## src/inc/gpio_ports_consts.vh

```
// Register indices, reset values and timing counts for the GPIO port block
`ifndef GPIO_PORTS_CONSTS_VH
`define GPIO_PORTS_CONSTS_VH

// ********************************************************************
// Register indices (byte address is four times the index)
// ********************************************************************
`define IDX_PORTJ_PULL_ENABLE     6'h2c
`define IDX_PORTJ_EDGE_POLARITY   6'h2d
`define IDX_PORTJ_IRQ_ENABLE      6'h2e
`define IDX_PORTJ_IRQ_FLAGS       6'h2f
`define IDX_AD_DATA               6'h30
`define IDX_AD_PIN_LEVELS         6'h31
`define IDX_AD_DIRECTION          6'h32
`define IDX_AD_DRIVE_STRENGTH     6'h33
`define IDX_AD_PULL_ENABLE        6'h34
`define IDX_AD_PULL_SELECT        6'h35

// ********************************************************************
// Widths, positions and reset values
// ********************************************************************
`define AD_W          8
`define J_W           2
`define J_LSB         6
`define BYTE_RST      8'h00
`define J_RST         2'h0
`define WORD_ZERO     32'h0000_0000
`define FILT_CNT_W    3
`define FILT_SAMPLES  3'h4
`define FILT_ZERO     3'h0
`define FILT_ONE      3'h1

`endif

```

## src/hw/edge_irq_gpio_ports.v

```verilog
// Two-pin edge interrupt port and eight-pin analog-shared port with APB registers
//
// Contract
// RULE1 - Polarity 0: falling edge flags, pull-up
// RULE2 - Polarity 1: rising edge flags, pull-down
// RULE3 - Per-pin enable masks port J interrupt
// RULE4 - Active edge sets flag; reads pending state
// RULE5 - Write one clears flag; zero no effect
// RULE6 - Interrupt when flag and enable both set
// RULE7 - Data read: latch if output, pin else
// RULE8 - Input register returns pins, ignores writes
// RULE9 - Direction bit: 0 input, 1 output
// RULE10 - Reads lag direction change by synchronizers
// RULE11 - Reduced drive bit, ignored for inputs
// RULE12 - Pull enable only acts on input pins
// RULE13 - All analog port pulls off after reset
// RULE14 - Converter channel enabled forces pull off
// RULE15 - Pull select: 0 up, 1 down
// RULE16 - Pins serve GPIO or peripheral functions
// RULE17 - Configuration writes accepted at any time
// RULE18 - Data register drives pin as GPIO output
// RULE19 - Edge needs four passive, four active samples
// RULE20 - Port J interrupts usable as wake request
// RULE21 - All registers reset asynchronously
// RULE22 - Single interrupt line held until flags cleared
//
// Design decision made here: the APB register port.
`timescale 1ns/1ps
`include "gpio_ports_consts.vh"

module edge_irq_gpio_ports (
  // Clock and reset
  input wire clock,
  input wire sys_rst,
  // APB slave
  input wire psel,
  input wire penable,
  input wire pwrite,
  input wire [7:0] paddr,
  input wire [31:0] pwdata,
  input wire [3:0] pstrb,
  output reg [31:0] prdata,
  output reg pready,
  output reg pslverr,
  // Analog-shared port pins
  input wire [`AD_W-1:0] ad_pin_in,
  output reg [`AD_W-1:0] ad_pin_out,
  output reg [`AD_W-1:0] ad_pin_oe,
  output reg [`AD_W-1:0] ad_reduced_drive,
  output reg [`AD_W-1:0] ad_pull_up,
  output reg [`AD_W-1:0] ad_pull_down,
  // Analog-shared port peripheral side
  input wire [`AD_W-1:0] analog_converter_chan_en,
  input wire [`AD_W-1:0] ad_periph_oe,
  input wire [`AD_W-1:0] ad_periph_out,
  output reg [`AD_W-1:0] ad_periph_in,
  // Port J pins
  input wire [`J_W-1:0] j_pin_in,
  output reg [`J_W-1:0] j_pin_out,
  output reg [`J_W-1:0] j_pin_oe,
  output reg [`J_W-1:0] j_pull_up,
  output reg [`J_W-1:0] j_pull_down,
  // Port J peripheral side
  input wire [`J_W-1:0] j_periph_oe,
  input wire [`J_W-1:0] j_periph_out,
  output reg [`J_W-1:0] j_periph_in,
  // Interrupt and wake request
  output reg portj_irq
);

  // ********************************************************************
  // Bus state machine and decode
  // ********************************************************************
  localparam [1:0] ST_IDLE = 2'b01;
  localparam [1:0] ST_RESP = 2'b10;

  reg [1:0] state_ff;
  reg [1:0] nxt_state;

  function hit;
    input [7:0] addr;
    input [5:0] idx;
    begin
      hit = (addr[7:2] == idx) && (addr[1:0] == 2'b00);
    end
  endfunction

  // ********************************************************************
  // Registers
  // ********************************************************************
  reg [`AD_W-1:0] ad_data_ff;
  reg [`AD_W-1:0] ad_dir_ff;
  reg [`AD_W-1:0] ad_rdr_ff;
  reg [`AD_W-1:0] ad_pe_ff;
  reg [`AD_W-1:0] ad_ps_ff;
  reg [`J_W-1:0] j_pe_ff;
  reg [`J_W-1:0] j_pol_ff;
  reg [`J_W-1:0] j_ie_ff;
  reg [`J_W-1:0] j_flag_ff;

  // Three-stage synchronisers; a change counts once stages two and three agree
  reg [`AD_W-1:0] ad_s1_ff;
  reg [`AD_W-1:0] ad_s2_ff;
  reg [`AD_W-1:0] ad_s3_ff;
  reg [`AD_W-1:0] ad_lvl_ff;
  reg [`J_W-1:0] j_s1_ff;
  reg [`J_W-1:0] j_s2_ff;
  reg [`J_W-1:0] j_s3_ff;
  reg [`J_W-1:0] j_lvl_ff;

  wire wr_now = (state_ff == ST_RESP) && psel && penable && pwrite && pstrb[0];
  wire setup = (state_ff == ST_IDLE) && psel && !penable;
  wire [7:0] wb = pwdata[7:0];
  wire [`J_W-1:0] wbj = pwdata[`J_LSB+`J_W-1:`J_LSB];
  wire [`J_W-1:0] j_event;

  // ********************************************************************
  // Read mux and address check
  // ********************************************************************
  reg [31:0] nxt_rdata;
  reg nxt_err;

  always @* begin
    nxt_rdata = `WORD_ZERO;
    nxt_err = 1'b0;
    if (hit(paddr, `IDX_AD_DATA))
      nxt_rdata[`AD_W-1:0] = (ad_dir_ff & ad_data_ff) | (~ad_dir_ff & ad_lvl_ff); // [RULE7] [RULE10]
    else if (hit(paddr, `IDX_AD_PIN_LEVELS))
      nxt_rdata[`AD_W-1:0] = ad_lvl_ff; // [RULE8]
    else if (hit(paddr, `IDX_AD_DIRECTION))
      nxt_rdata[`AD_W-1:0] = ad_dir_ff;
    else if (hit(paddr, `IDX_AD_DRIVE_STRENGTH))
      nxt_rdata[`AD_W-1:0] = ad_rdr_ff;
    else if (hit(paddr, `IDX_AD_PULL_ENABLE))
      nxt_rdata[`AD_W-1:0] = ad_pe_ff;
    else if (hit(paddr, `IDX_AD_PULL_SELECT))
      nxt_rdata[`AD_W-1:0] = ad_ps_ff;
    else if (hit(paddr, `IDX_PORTJ_PULL_ENABLE))
      nxt_rdata[`J_LSB+`J_W-1:`J_LSB] = j_pe_ff;
    else if (hit(paddr, `IDX_PORTJ_EDGE_POLARITY))
      nxt_rdata[`J_LSB+`J_W-1:`J_LSB] = j_pol_ff;
    else if (hit(paddr, `IDX_PORTJ_IRQ_ENABLE))
      nxt_rdata[`J_LSB+`J_W-1:`J_LSB] = j_ie_ff;
    else if (hit(paddr, `IDX_PORTJ_IRQ_FLAGS))
      nxt_rdata[`J_LSB+`J_W-1:`J_LSB] = j_flag_ff; // [RULE4]
    else
      nxt_err = 1'b1;
  end

  always @* begin
    case (state_ff)
      ST_IDLE: nxt_state = setup ? ST_RESP : ST_IDLE;
      ST_RESP: nxt_state = (psel && penable) ? ST_IDLE : ST_RESP;
      default: nxt_state = ST_IDLE;
    endcase
  end

  // Answer is prepared in the setup cycle, so every access takes one wait-free cycle
  always @(posedge clock or posedge sys_rst) begin
    if (sys_rst) begin // [RULE21]
      state_ff <= ST_IDLE;
      prdata <= `WORD_ZERO;
      pready <= 1'b0;
      pslverr <= 1'b0;
    end else begin
      state_ff <= nxt_state;
      if (setup) begin
        prdata <= pwrite ? `WORD_ZERO : nxt_rdata;
        pready <= 1'b1;
        pslverr <= nxt_err;
      end else if (state_ff == ST_RESP && psel && penable) begin
        prdata <= `WORD_ZERO;
        pready <= 1'b0;
        pslverr <= 1'b0;
      end
    end
  end

  // ********************************************************************
  // Configuration registers
  // ********************************************************************
  always @(posedge clock or posedge sys_rst) begin
    if (sys_rst) begin // [RULE21] [RULE13]
      ad_data_ff <= `BYTE_RST;
      ad_dir_ff <= `BYTE_RST;
      ad_rdr_ff <= `BYTE_RST;
      ad_pe_ff <= `BYTE_RST;
      ad_ps_ff <= `BYTE_RST;
      j_pe_ff <= `J_RST;
      j_pol_ff <= `J_RST;
      j_ie_ff <= `J_RST;
    end else if (wr_now) begin // [RULE17]
      if (hit(paddr, `IDX_AD_DATA))
        ad_data_ff <= wb; // [RULE18]
      if (hit(paddr, `IDX_AD_DIRECTION))
        ad_dir_ff <= wb; // [RULE9]
      if (hit(paddr, `IDX_AD_DRIVE_STRENGTH))
        ad_rdr_ff <= wb;
      if (hit(paddr, `IDX_AD_PULL_ENABLE))
        ad_pe_ff <= wb;
      if (hit(paddr, `IDX_AD_PULL_SELECT))
        ad_ps_ff <= wb;
      if (hit(paddr, `IDX_PORTJ_PULL_ENABLE))
        j_pe_ff <= wbj;
      if (hit(paddr, `IDX_PORTJ_EDGE_POLARITY))
        j_pol_ff <= wbj;
      if (hit(paddr, `IDX_PORTJ_IRQ_ENABLE))
        j_ie_ff <= wbj;
    end
  end

  // Set wins over a clear landing in the same cycle
  wire [`J_W-1:0] j_clr = (wr_now && hit(paddr, `IDX_PORTJ_IRQ_FLAGS)) ? wbj : `J_RST;

  always @(posedge clock or posedge sys_rst) begin
    if (sys_rst) begin
      j_flag_ff <= `J_RST;
      portj_irq <= 1'b0;
    end else begin
      j_flag_ff <= (j_flag_ff & ~j_clr) | j_event; // [RULE5] [RULE4]
      portj_irq <= |(((j_flag_ff & ~j_clr) | j_event) & j_ie_ff); // [RULE3] [RULE6] [RULE22] [RULE20]
    end
  end

  // ********************************************************************
  // Pin synchronisers
  // ********************************************************************
  always @(posedge clock or posedge sys_rst) begin
    if (sys_rst) begin
      ad_s1_ff <= `BYTE_RST;
      ad_s2_ff <= `BYTE_RST;
      ad_s3_ff <= `BYTE_RST;
      ad_lvl_ff <= `BYTE_RST;
      j_s1_ff <= `J_RST;
      j_s2_ff <= `J_RST;
      j_s3_ff <= `J_RST;
      j_lvl_ff <= `J_RST;
    end else begin
      ad_s1_ff <= ad_pin_in;
      ad_s2_ff <= ad_s1_ff;
      ad_s3_ff <= ad_s2_ff;
      ad_lvl_ff <= (ad_s2_ff & ad_s3_ff) | (ad_lvl_ff & (ad_s2_ff ^ ad_s3_ff)); // [RULE10]
      j_s1_ff <= j_pin_in;
      j_s2_ff <= j_s1_ff;
      j_s3_ff <= j_s2_ff;
      j_lvl_ff <= (j_s2_ff & j_s3_ff) | (j_lvl_ff & (j_s2_ff ^ j_s3_ff));
    end
  end

  // ********************************************************************
  // Port J edge filters
  // ********************************************************************
  genvar gi;
  generate
    for (gi = 0; gi < `J_W; gi = gi + 1) begin : g_filt
      reg [`FILT_CNT_W-1:0] pass_cnt_ff;
      reg [`FILT_CNT_W-1:0] act_cnt_ff;
      reg fire_ff;
      // Active level follows polarity: 0 falling, 1 rising
      wire active = (j_lvl_ff[gi] == j_pol_ff[gi]); // [RULE1] [RULE2]
      wire armed = (pass_cnt_ff == `FILT_SAMPLES);
      always @(posedge clock or posedge sys_rst) begin
        if (sys_rst) begin
          pass_cnt_ff <= `FILT_ZERO;
          act_cnt_ff <= `FILT_ZERO;
          fire_ff <= 1'b0;
        end else begin
          fire_ff <= 1'b0;
          if (!active) begin
            act_cnt_ff <= `FILT_ZERO;
            if (!armed)
              pass_cnt_ff <= pass_cnt_ff + `FILT_ONE;
          end else if (armed) begin
            // Fourth active sample after four passive ones accepts the edge
            if (act_cnt_ff == `FILT_SAMPLES - `FILT_ONE) begin // [RULE19]
              fire_ff <= 1'b1;
              pass_cnt_ff <= `FILT_ZERO;
              act_cnt_ff <= `FILT_ZERO;
            end else begin
              act_cnt_ff <= act_cnt_ff + `FILT_ONE;
            end
          end else begin
            pass_cnt_ff <= `FILT_ZERO;
          end
        end
      end
      assign j_event[gi] = fire_ff;
    end
  endgenerate

  // ********************************************************************
  // Pin drive, pulls and peripheral routing
  // ********************************************************************
  // A peripheral that claims a pin overrides the direction register
  wire [`AD_W-1:0] ad_oe_n = ad_periph_oe | ad_dir_ff; // [RULE16] [RULE9]
  wire [`AD_W-1:0] ad_pull = ad_pe_ff & ~ad_oe_n & ~analog_converter_chan_en; // [RULE12] [RULE14]
  wire [`J_W-1:0] j_pull = j_pe_ff & ~j_periph_oe;

  always @(posedge clock or posedge sys_rst) begin
    if (sys_rst) begin
      ad_pin_out <= `BYTE_RST;
      ad_pin_oe <= `BYTE_RST;
      ad_reduced_drive <= `BYTE_RST;
      ad_pull_up <= `BYTE_RST;
      ad_pull_down <= `BYTE_RST;
      ad_periph_in <= `BYTE_RST;
      j_pin_out <= `J_RST;
      j_pin_oe <= `J_RST;
      j_pull_up <= `J_RST;
      j_pull_down <= `J_RST;
      j_periph_in <= `J_RST;
    end else begin
      ad_pin_out <= (ad_periph_oe & ad_periph_out) | (~ad_periph_oe & ad_data_ff); // [RULE18] [RULE16]
      ad_pin_oe <= ad_oe_n;
      ad_reduced_drive <= ad_rdr_ff & ad_oe_n; // [RULE11]
      ad_pull_up <= ad_pull & ~ad_ps_ff; // [RULE15] [RULE17]
      ad_pull_down <= ad_pull & ad_ps_ff; // [RULE15]
      ad_periph_in <= ad_lvl_ff; // [RULE16]
      j_pin_out <= j_periph_oe & j_periph_out;
      j_pin_oe <= j_periph_oe;
      j_pull_up <= j_pull & ~j_pol_ff; // [RULE1]
      j_pull_down <= j_pull & j_pol_ff; // [RULE2]
      j_periph_in <= j_lvl_ff;
    end
  end

endmodule // edge_irq_gpio_ports

```

## config.mk

```make
export PLATFORM = sky130hd
export DESIGN_NAME = edge_irq_gpio_ports
export DESIGN_NICKNAME = d
export VERILOG_FILES = /design/src/hw/edge_irq_gpio_ports.v
export VERILOG_INCLUDE_DIRS = /design/src /design/src/inc
export SDC_FILE = /design/constraint.sdc
export NUM_CORES = 1
export LEC_CHECK = 0
export ABC_CLOCK_PERIOD_IN_PS = 10600
export BUFFER_PORTS_ARGS = -buffer_cell sky130_fd_sc_hd__buf_2
export CAP_MARGIN = 20
export CELL_PAD_IN_SITES_DETAIL_PLACEMENT = 1
export CELL_PAD_IN_SITES_GLOBAL_PLACEMENT = 1
export CORE_MARGIN = 2
export CORE_UTILIZATION = 34
export DETAILED_ROUTE_END_ITERATION = 12
export PLACE_DENSITY_LB_ADDON = 0.1
export SYNTH_ARGS = -nofsm -noshare
export SYNTH_HDL_FRONTEND = slang
export SYNTH_SLANG_ARGS = --single-unit
export TNS_END_PERCENT = 1
```

## constraint.sdc

```tcl
create_clock -name clock -period 10.6 [get_ports clock]
set_clock_uncertainty 0.05 [all_clocks]
set_input_delay 1.06 -clock clock [delete_from_list [all_inputs] [get_ports clock]]
set_output_delay 1.06 -clock clock [all_outputs]
set_load 0.1 [all_outputs]
```

==> run_results.csv, run 1 <==
group,metric,value,unit
outcome,status,"complete, no violations",
critical_path,required,10.86,ns
finish,layout-drive-gt1-share,32.2,%
synthesis,syn_area_per_cell,12.9,um^2
drt,ant_nets,0,
drt,routedWlPerCell,17.9,um
clock_tree,htree_levels,4,
clock_tree,cts_setup_buffers,0,
finish,final_area,8530,um^2
power,p_per_area,184,nW/um^2
placement,placed_cell_area,7950,um^2
clock_tree,cts_buffers,17,
timing,final_hold_viol_count,0,
timing,worst_pin_slew,1.06,ns
finish,multiInputGateArea,2550,um^2
finish,layout_commonest_cell,"dfrtp_1",
placement,port_buffers,128,
worst_hold_path,hp-class,"reg2reg",
floorplanning,die_h,149,um
synthesis,synthArstFlopShare,100,%
critical_path,slowest_delay,0.85,ns
critical_path,critPathArrivalTime,3.31,ns
grt,grt_overflow,0,
grt,grt_pass1_wl,28100,um
placement,dp_slack,7.07,ns
timing,relSlewSlack,28.9,%
power,p_comb_share,17.1,%
placement,gp_congestion,0.751,
timing,period_needed,3.05,ns
floorplanning,die_area,22100,um^2
power,total_switching_power,500,uW
grt,grt_use_total,16.7,%
floorplanning,std_cell_rows,52,
synthesis,synth_edf_count,0,
clock_tree,postCtsHoldBufs,0,
synthesis,yosys_warnings,0,
finish,final-seq-area,4330,um^2
critical_path,critPathCaptureType,"register",
power,peakVddDrop,116,uV
grt,grt_pass1_vias,5128,
timing,setup_tns,0,ns
clock_tree,clockRootBuffer,"clkbuf_16",
synthesis,synthCells,554,
power,p_int,1070,uW
timing,rsz0062_at_grt,"false",
synthesis,synth_cell_types,58,
placement,place_hpwl,12300,um
power,seqPwrFrac,45.8,%
critical_path,path_buf_inv,1,
timing,hold_slack,0.302,ns
finish,nets,794,
drt,drcViolationCount,0,
grt,antenna_found_initial,1,
clock_tree,cts_sinks,173,
synthesis,yosysSeqAreaShare,60.7,%
floorplanning,die_width,149,um
drt,drt_iter0_markers,193,
synthesis,netlist_area,7130,um^2
floorplanning,coreArea,20400,um^2
synthesis,ys_ff_latch,173,
clock_tree,post_cts_resized,0,
drt,vias_per_cell,4.89,
power,swShare,31.8,%
floorplanning,num_io_pins,180,
critical_path,cp_max_fo,28,
finish,final_cell_mix,"dfrtp_1 (172), buf_2 (128), mux2_2 (45), nand2_1 (34), nor2_1 (27)",
critical_path,critPathKind,"in2reg",
drt,drt-total-wl,17400,um
clock_tree,clk_pin_slew_worst_paths,0.07,ns
drt,vias,4757,
grt,grt_start_max_net_pins,95,
power,power.share.clock,37.1,%
power,leakagePower,0.00434,uW
clock_tree,cts_tree,"done",
timing,fmax,328,MHz
job,drv_cap,0,
timing,finalMaxSlewViolations,0,
drt,dr.pass1.iters,4,
timing,setup_slack,7.55,ns
critical_path,cp-start-kind,"input pin",
floorplanning,initial_core_util,34.9,%
critical_path,cp_top_family,"simple AND/OR/NAND/NOR gates",
clock_tree,insertion_delay,0.43,ns
critical_path,crit_chain,"buf_2, and2_1, nor3b_2, mux2_2",
timing,setup_viol,0,
finish,n_fill_cell,2220,
critical_path,cp_slowest_cell,"nor3b_2",
timing,fin_crit_sh,28.8,%
finish,area_delta_synth_final,19.7,%
synthesis,synth-main-ff-cell,"dfrtp_1",
clock_tree,clockBufferDepth,2,
-- area by class of cell --
cell class	instances	area share (%)
diodes	1	0.0293
clock buffers	20	5.23
clock inverters	12	1.22
multi-input cells	345	29.8
well taps	270	3.96
inverters	21	0.982
repair buffers	131	8.00
flip-flops and latches	173	50.7
-- state kept, by name, summed over array words and instances (netlist names), 8 cells and up --
name and cells:
ad_pin_out 8, ad_s3_ff 8, ad_s1_ff 8, ad_reduced_drive 8
ad_s2_ff 8, ad_pe_ff 8, ad_periph_in 8, ad_lvl_ff 8
ad_dir_ff 8, ad_pull_down 8, ad_ps_ff 8, prdata 8
ad_pin_oe 8, ad_data_ff 8, ad_rdr_ff 8, ad_pull_up 8
-- cells by family after synthesis --
group	Yosys count	share of synthesized area [%]
buf+inv	59	4.76
simple gates	138	11.2
compound gates	98	9.42
xor+xnor	4	0.491
fa+ha+maj	18	3.16
other cells	1	0.0526
flops	173	60.7
mux	63	10.2
-- metal layers --
| layer | share of wire, % | GRT usage, % |
|---|---|---|
| met5 | 0 | 0 |
| met4 | 1.6 | 5.90 |
| met3 | 4.9 | 3.73 |
| met2 | 49 | 27.5 |
| met1 | 45 | 21.7 |
-- synthesized netlist by cell type, drive strengths merged, types with 8 or more instances --
| library cell | number | area [um^2] |
|---|---|---|
| dfrtp | 172 | 4300 |
| and4b | 8 | 80.1 |
| nand2 | 35 | 134 |
| mux2 | 53 | 627 |
| a22oi | 18 | 135 |
| nor2b | 19 | 119 |
| inv | 20 | 75.1 |
| a21o | 14 | 105 |
| o21ai | 19 | 95.1 |
| nor2 | 27 | 101 |
| mux2i | 10 | 100 |
| nor4b | 8 | 70.1 |
| nor3 | 8 | 50.1 |
| a21oi | 17 | 85.1 |
| ha | 18 | 225 |
| buf | 31 | 233 |
-- stage by stage --
stage	cells	util, %	power [uW]
after global routing	972	41.8	1650
after global placement	939	38.9	991
final	973	41.8	1570
after detailed placement	939	38.9	1000
after floorplan	577	-	945
after CTS	971	41.6	1600
-- path summary, 6_finish.rpt --
kind                                        from                       end  slack (ns)  cells past startpoint
setup / recovery                        paddr[2]  ad_rdr_ff[4]$_DFFE_PP0P_        7.55                      4
hold / removal             ad_s1_ff[0]$_DFF_PP0_     ad_s2_ff[0]$_DFF_PP0_        0.30                      0
setup reg to reg           state_ff[0]$_DFF_PP1_   ad_pe_ff[1]$_DFFE_PP0P_        8.04                      6
hold reg to reg            ad_s1_ff[0]$_DFF_PP0_     ad_s2_ff[0]$_DFF_PP0_        0.30                      0
max in group asynchronous                sys_rst    j_ie_ff[0]$_DFFE_PP0P_        8.54                      4
min in group asynchronous                sys_rst    j_pin_out[0]$_DFF_PP0_        0.75                      2
-- power by group through the flow --
stage,clock network [uW],logic [uW],registers (uW)
finish,583,268,720
global route,633,290,725
CTS,606,271,721
detailed placement,0,269,734
global placement,0,261,730
floorplan,0,136,809
Note: power is estimated with default switching activity, not from simulation.
==> inputs of run 2 (changes only) <==
- ABC_AREA: not set -> 1
- ABC_CLOCK_PERIOD_IN_PS: 10600 -> 3100
- clock period: 10.6 -> 3.1 ns (I/O delays scaled with it)
==> run_results.csv, run 2 <==
group,metric,value,unit
grt,grt_overflow,0,
timing,setup_viol,0,
synthesis,synth_most_common_cell,"dfrtp_1",
critical_path,cp_max_fo,16,
grt,antenna_found_initial,0,
power,peakVddDrop,389,uV
finish,antenna_cells,0,
power,seqPwrFrac,44.6,%
placement,place_hpwl,13100,um
clock_tree,cts_buffers,17,
floorplanning,num_io_pins,180,
synthesis,synth_cell_types,35,
synthesis,yosysTopAreaCell,"dfrtp_1",
clock_tree,clockBufferDepth,2,
timing,relSlewSlack,45.7,%
critical_path,rr_startpoint,"state_ff[0]$_DFF_PP1_",
timing,setup_slack,0.926,ns
clock_tree,cts_sinks,173,
drt,vias_per_cell,4.57,
power,swShare,31.0,%
floorplanning,die_width,147,um
synthesis,ys_top_cells_by_area,"dfrtp_1 (62%), nand2_1 (9.0%), inv_1 (4.3%)",
finish,layout_commonest_cell,"dfrtp_1",
power,p_per_area,648,nW/um^2
finish,layout-drive-gt1-share,21.9,%
critical_path,slowest_delay,0.65,ns
timing,fmax,460,MHz
floorplanning,coreArea,20200,um^2
timing,fin_crit_sh,70.1,%
grt,grt_use_total,17.6,%
finish,nets,964,
clock_tree,htree_levels,4,
critical_path,cp_slowest_cell,"nand3_1",
drt,drcViolationCount,0,
grt,grt_pass1_vias,5682,
synthesis,ys_top_cells_by_count,"dfrtp_1 (172), nand2_1 (167), inv_1 (80)",
critical_path,regToRegEndpoint,"ad_data_ff[2]$_DFFE_PP0P_",
synthesis,netlist_area,6990,um^2
synthesis,yosysSeqAreaShare,62.0,%
drt,vias,5218,
critical_path,required,3.38,ns
finish,area_delta_synth_final,23.0,%
synthesis,synthArstFlopShare,100,%
drt,dr.pass1.iters,4,
power,p_int,3840,uW
placement,dp_slack,0.913,ns
power,p_comb_share,16.7,%
synthesis,synthCells,704,
power,total_switching_power,1730,uW
timing,rsz0062_at_grt,"false",
power,power.share.clock,38.7,%
floorplanning,initial_core_util,34.6,%
drt,ant_nets,0,
job,drv_cap,0,
synthesis,ys_ff_latch,173,
critical_path,reg2regPathDepth,6,
placement,port_buffers,128,
clock_tree,insertion_delay,0.43,ns
drt,drt-total-wl,18200,um
critical_path,critPathCaptureType,"register",
timing,final_hold_viol_count,20,
timing,worst_pin_slew,0.812,ns
finish,final_cell_mix,"dfrtp_1 (172), nand2_1 (167), buf_2 (128), inv_1 (79), nor2_1 (54)",
clock_tree,post_cts_resized,0,
critical_path,cp-start-kind,"register",
synthesis,synth-main-ff-cell,"dfrtp_1",
placement,gp_congestion,0.776,
timing,period_needed,2.17,ns
critical_path,crit_chain,"inv_1, ha_1, nand3_2, nor2_4, nand3_1, o21ai_1",
worst_hold_path,hp-class,"in2async",
timing,hold_slack,-0.0316,ns
clock_tree,clk_pin_slew_worst_paths,0.07,ns
timing,setup_tns,0,ns
synthesis,yosys_warnings,0,
outcome,status,"finished with violations",
critical_path,critPathKind,"reg2reg",
critical_path,critPathArrivalTime,2.45,ns
power,leakagePower,0.00446,uW
synthesis,syn_area_per_cell,9.92,um^2
drt,drt_iter0_markers,169,
timing,finalMaxSlewViolations,0,
grt,grt_start_max_net_pins,89,
critical_path,r2r_setup_slack,0.93,ns
floorplanning,die_h,147,um
finish,n_fill_cell,2359,
floorplanning,std_cell_rows,52,
clock_tree,cts_tree,"done",
clock_tree,clockRootBuffer,"clkbuf_16",
outcome,violations,"hold timing",
synthesis,synth_top_area_share,61.6,%
drt,routedWlPerCell,15.9,um
synthesis,synth_edf_count,0,
grt,grt_pass1_wl,29500,um
floorplanning,die_area,21700,um^2
## run 2: cell types whose count changed after synthesis, moves of 10 or more
cell and delta:
nor2b_1 -19, a22oi_1 -18, mux2i_1 -10, o21ai_0 +33
nor2_1 +27, nand3_1 +12, mux2_2 -44, nand2_1 +133
o21ai_1 +25, inv_1 +60
## run 2: power by group through the flow
stage / clock, uW / combinational, uW / sequential [uW]
after floorplan: 0 / 450 / 2800
after global placement: 0 / 887 / 2520
after detailed placement: 0 / 932 / 2530
after CTS: 2200 / 946 / 2490
after global routing: 2300 / 1010 / 2500
final: 2150 / 932 / 2480
## run 2: worst max-delay path: cells and delay by family, from the launching register on
family / cells / cell delay, ns
flops: 1 / 0.38
fa+ha+maj: 1 / 0.18
compound gates: 1 / 0.37
buf+inv: 1 / 0.05
simple gates: 3 / 1.04
## run 2: per-stage QoR
step	power, uW	hold WS (ns)	instances	util (%)	instance area (um^2)
final	5570	-0.0316	1142	42.6	8590
after global routing	5810	0.0139	1142	42.6	8590
after CTS	5630	0.00698	1142	42.6	8590
after detailed placement	3460	0.290	1098	39.1	7880
after global placement	3400	0.282	1098	39.1	7880
after floorplan	3250	0.281	727	-	7080
## run 2: routing by layer
layer	track usage, %	vias up	wire length [um]	share of wire, %
met5	0	-	0	0
met4	5.24	0	278	1.5
met3	3.63	20	710	3.9
met2	31.0	102	9360	51
met1	21.8	2588	7840	43
li1	-	2508	-	-
## run 2: what timing repair did
action / CTS / global route
setup buffers: 0 / 0
hold buffers: 12 / 0
endpoints found under the hold margin: 12 / 0
## run 2: how the worst max path moves through the flow
stage                                      from                        end  slack [ns]
after global placement    state_ff[0]$_DFF_PP1_  ad_data_ff[5]$_DFFE_PP0P_         1.0
after floorplan                         sys_rst  ad_data_ff[0]$_DFFE_PP0P_        0.53
final                     state_ff[0]$_DFF_PP1_  ad_data_ff[2]$_DFFE_PP0P_        0.93
after CTS                 state_ff[0]$_DFF_PP1_  ad_data_ff[1]$_DFFE_PP0P_        0.90
after global routing      state_ff[0]$_DFF_PP1_  ad_data_ff[1]$_DFFE_PP0P_        0.75
after detailed placement  state_ff[0]$_DFF_PP1_  ad_data_ff[1]$_DFFE_PP0P_        0.91
## run 2: area by class of cell
| cell class | count | area, um^2 | share of cell area (%) |
|---|---|---|---|
| Clock buffer | 21 | 460 | 5.36 |
| Timing Repair Buffer | 142 | 801 | 9.32 |
| Multi-Input combinational cell | 437 | 2200 | 25.6 |
| Tap cell | 270 | 338 | 3.93 |
| Inverter | 88 | 334 | 3.89 |
| Sequential cell | 173 | 4330 | 50.4 |
| Clock inverter | 11 | 131 | 1.53 |
## run 2: cells by family after synthesis
logic type                 synth area share [%]
xor gates and xnor gates                  0.251
DFF                                        62.0
AOI/OAI and AO/OA                          9.49
and+or+nand+nor                            17.1
adders and majority gates                  3.22
buffers and inverters                      7.76
other                                    0.0537
muxes                                     0.161
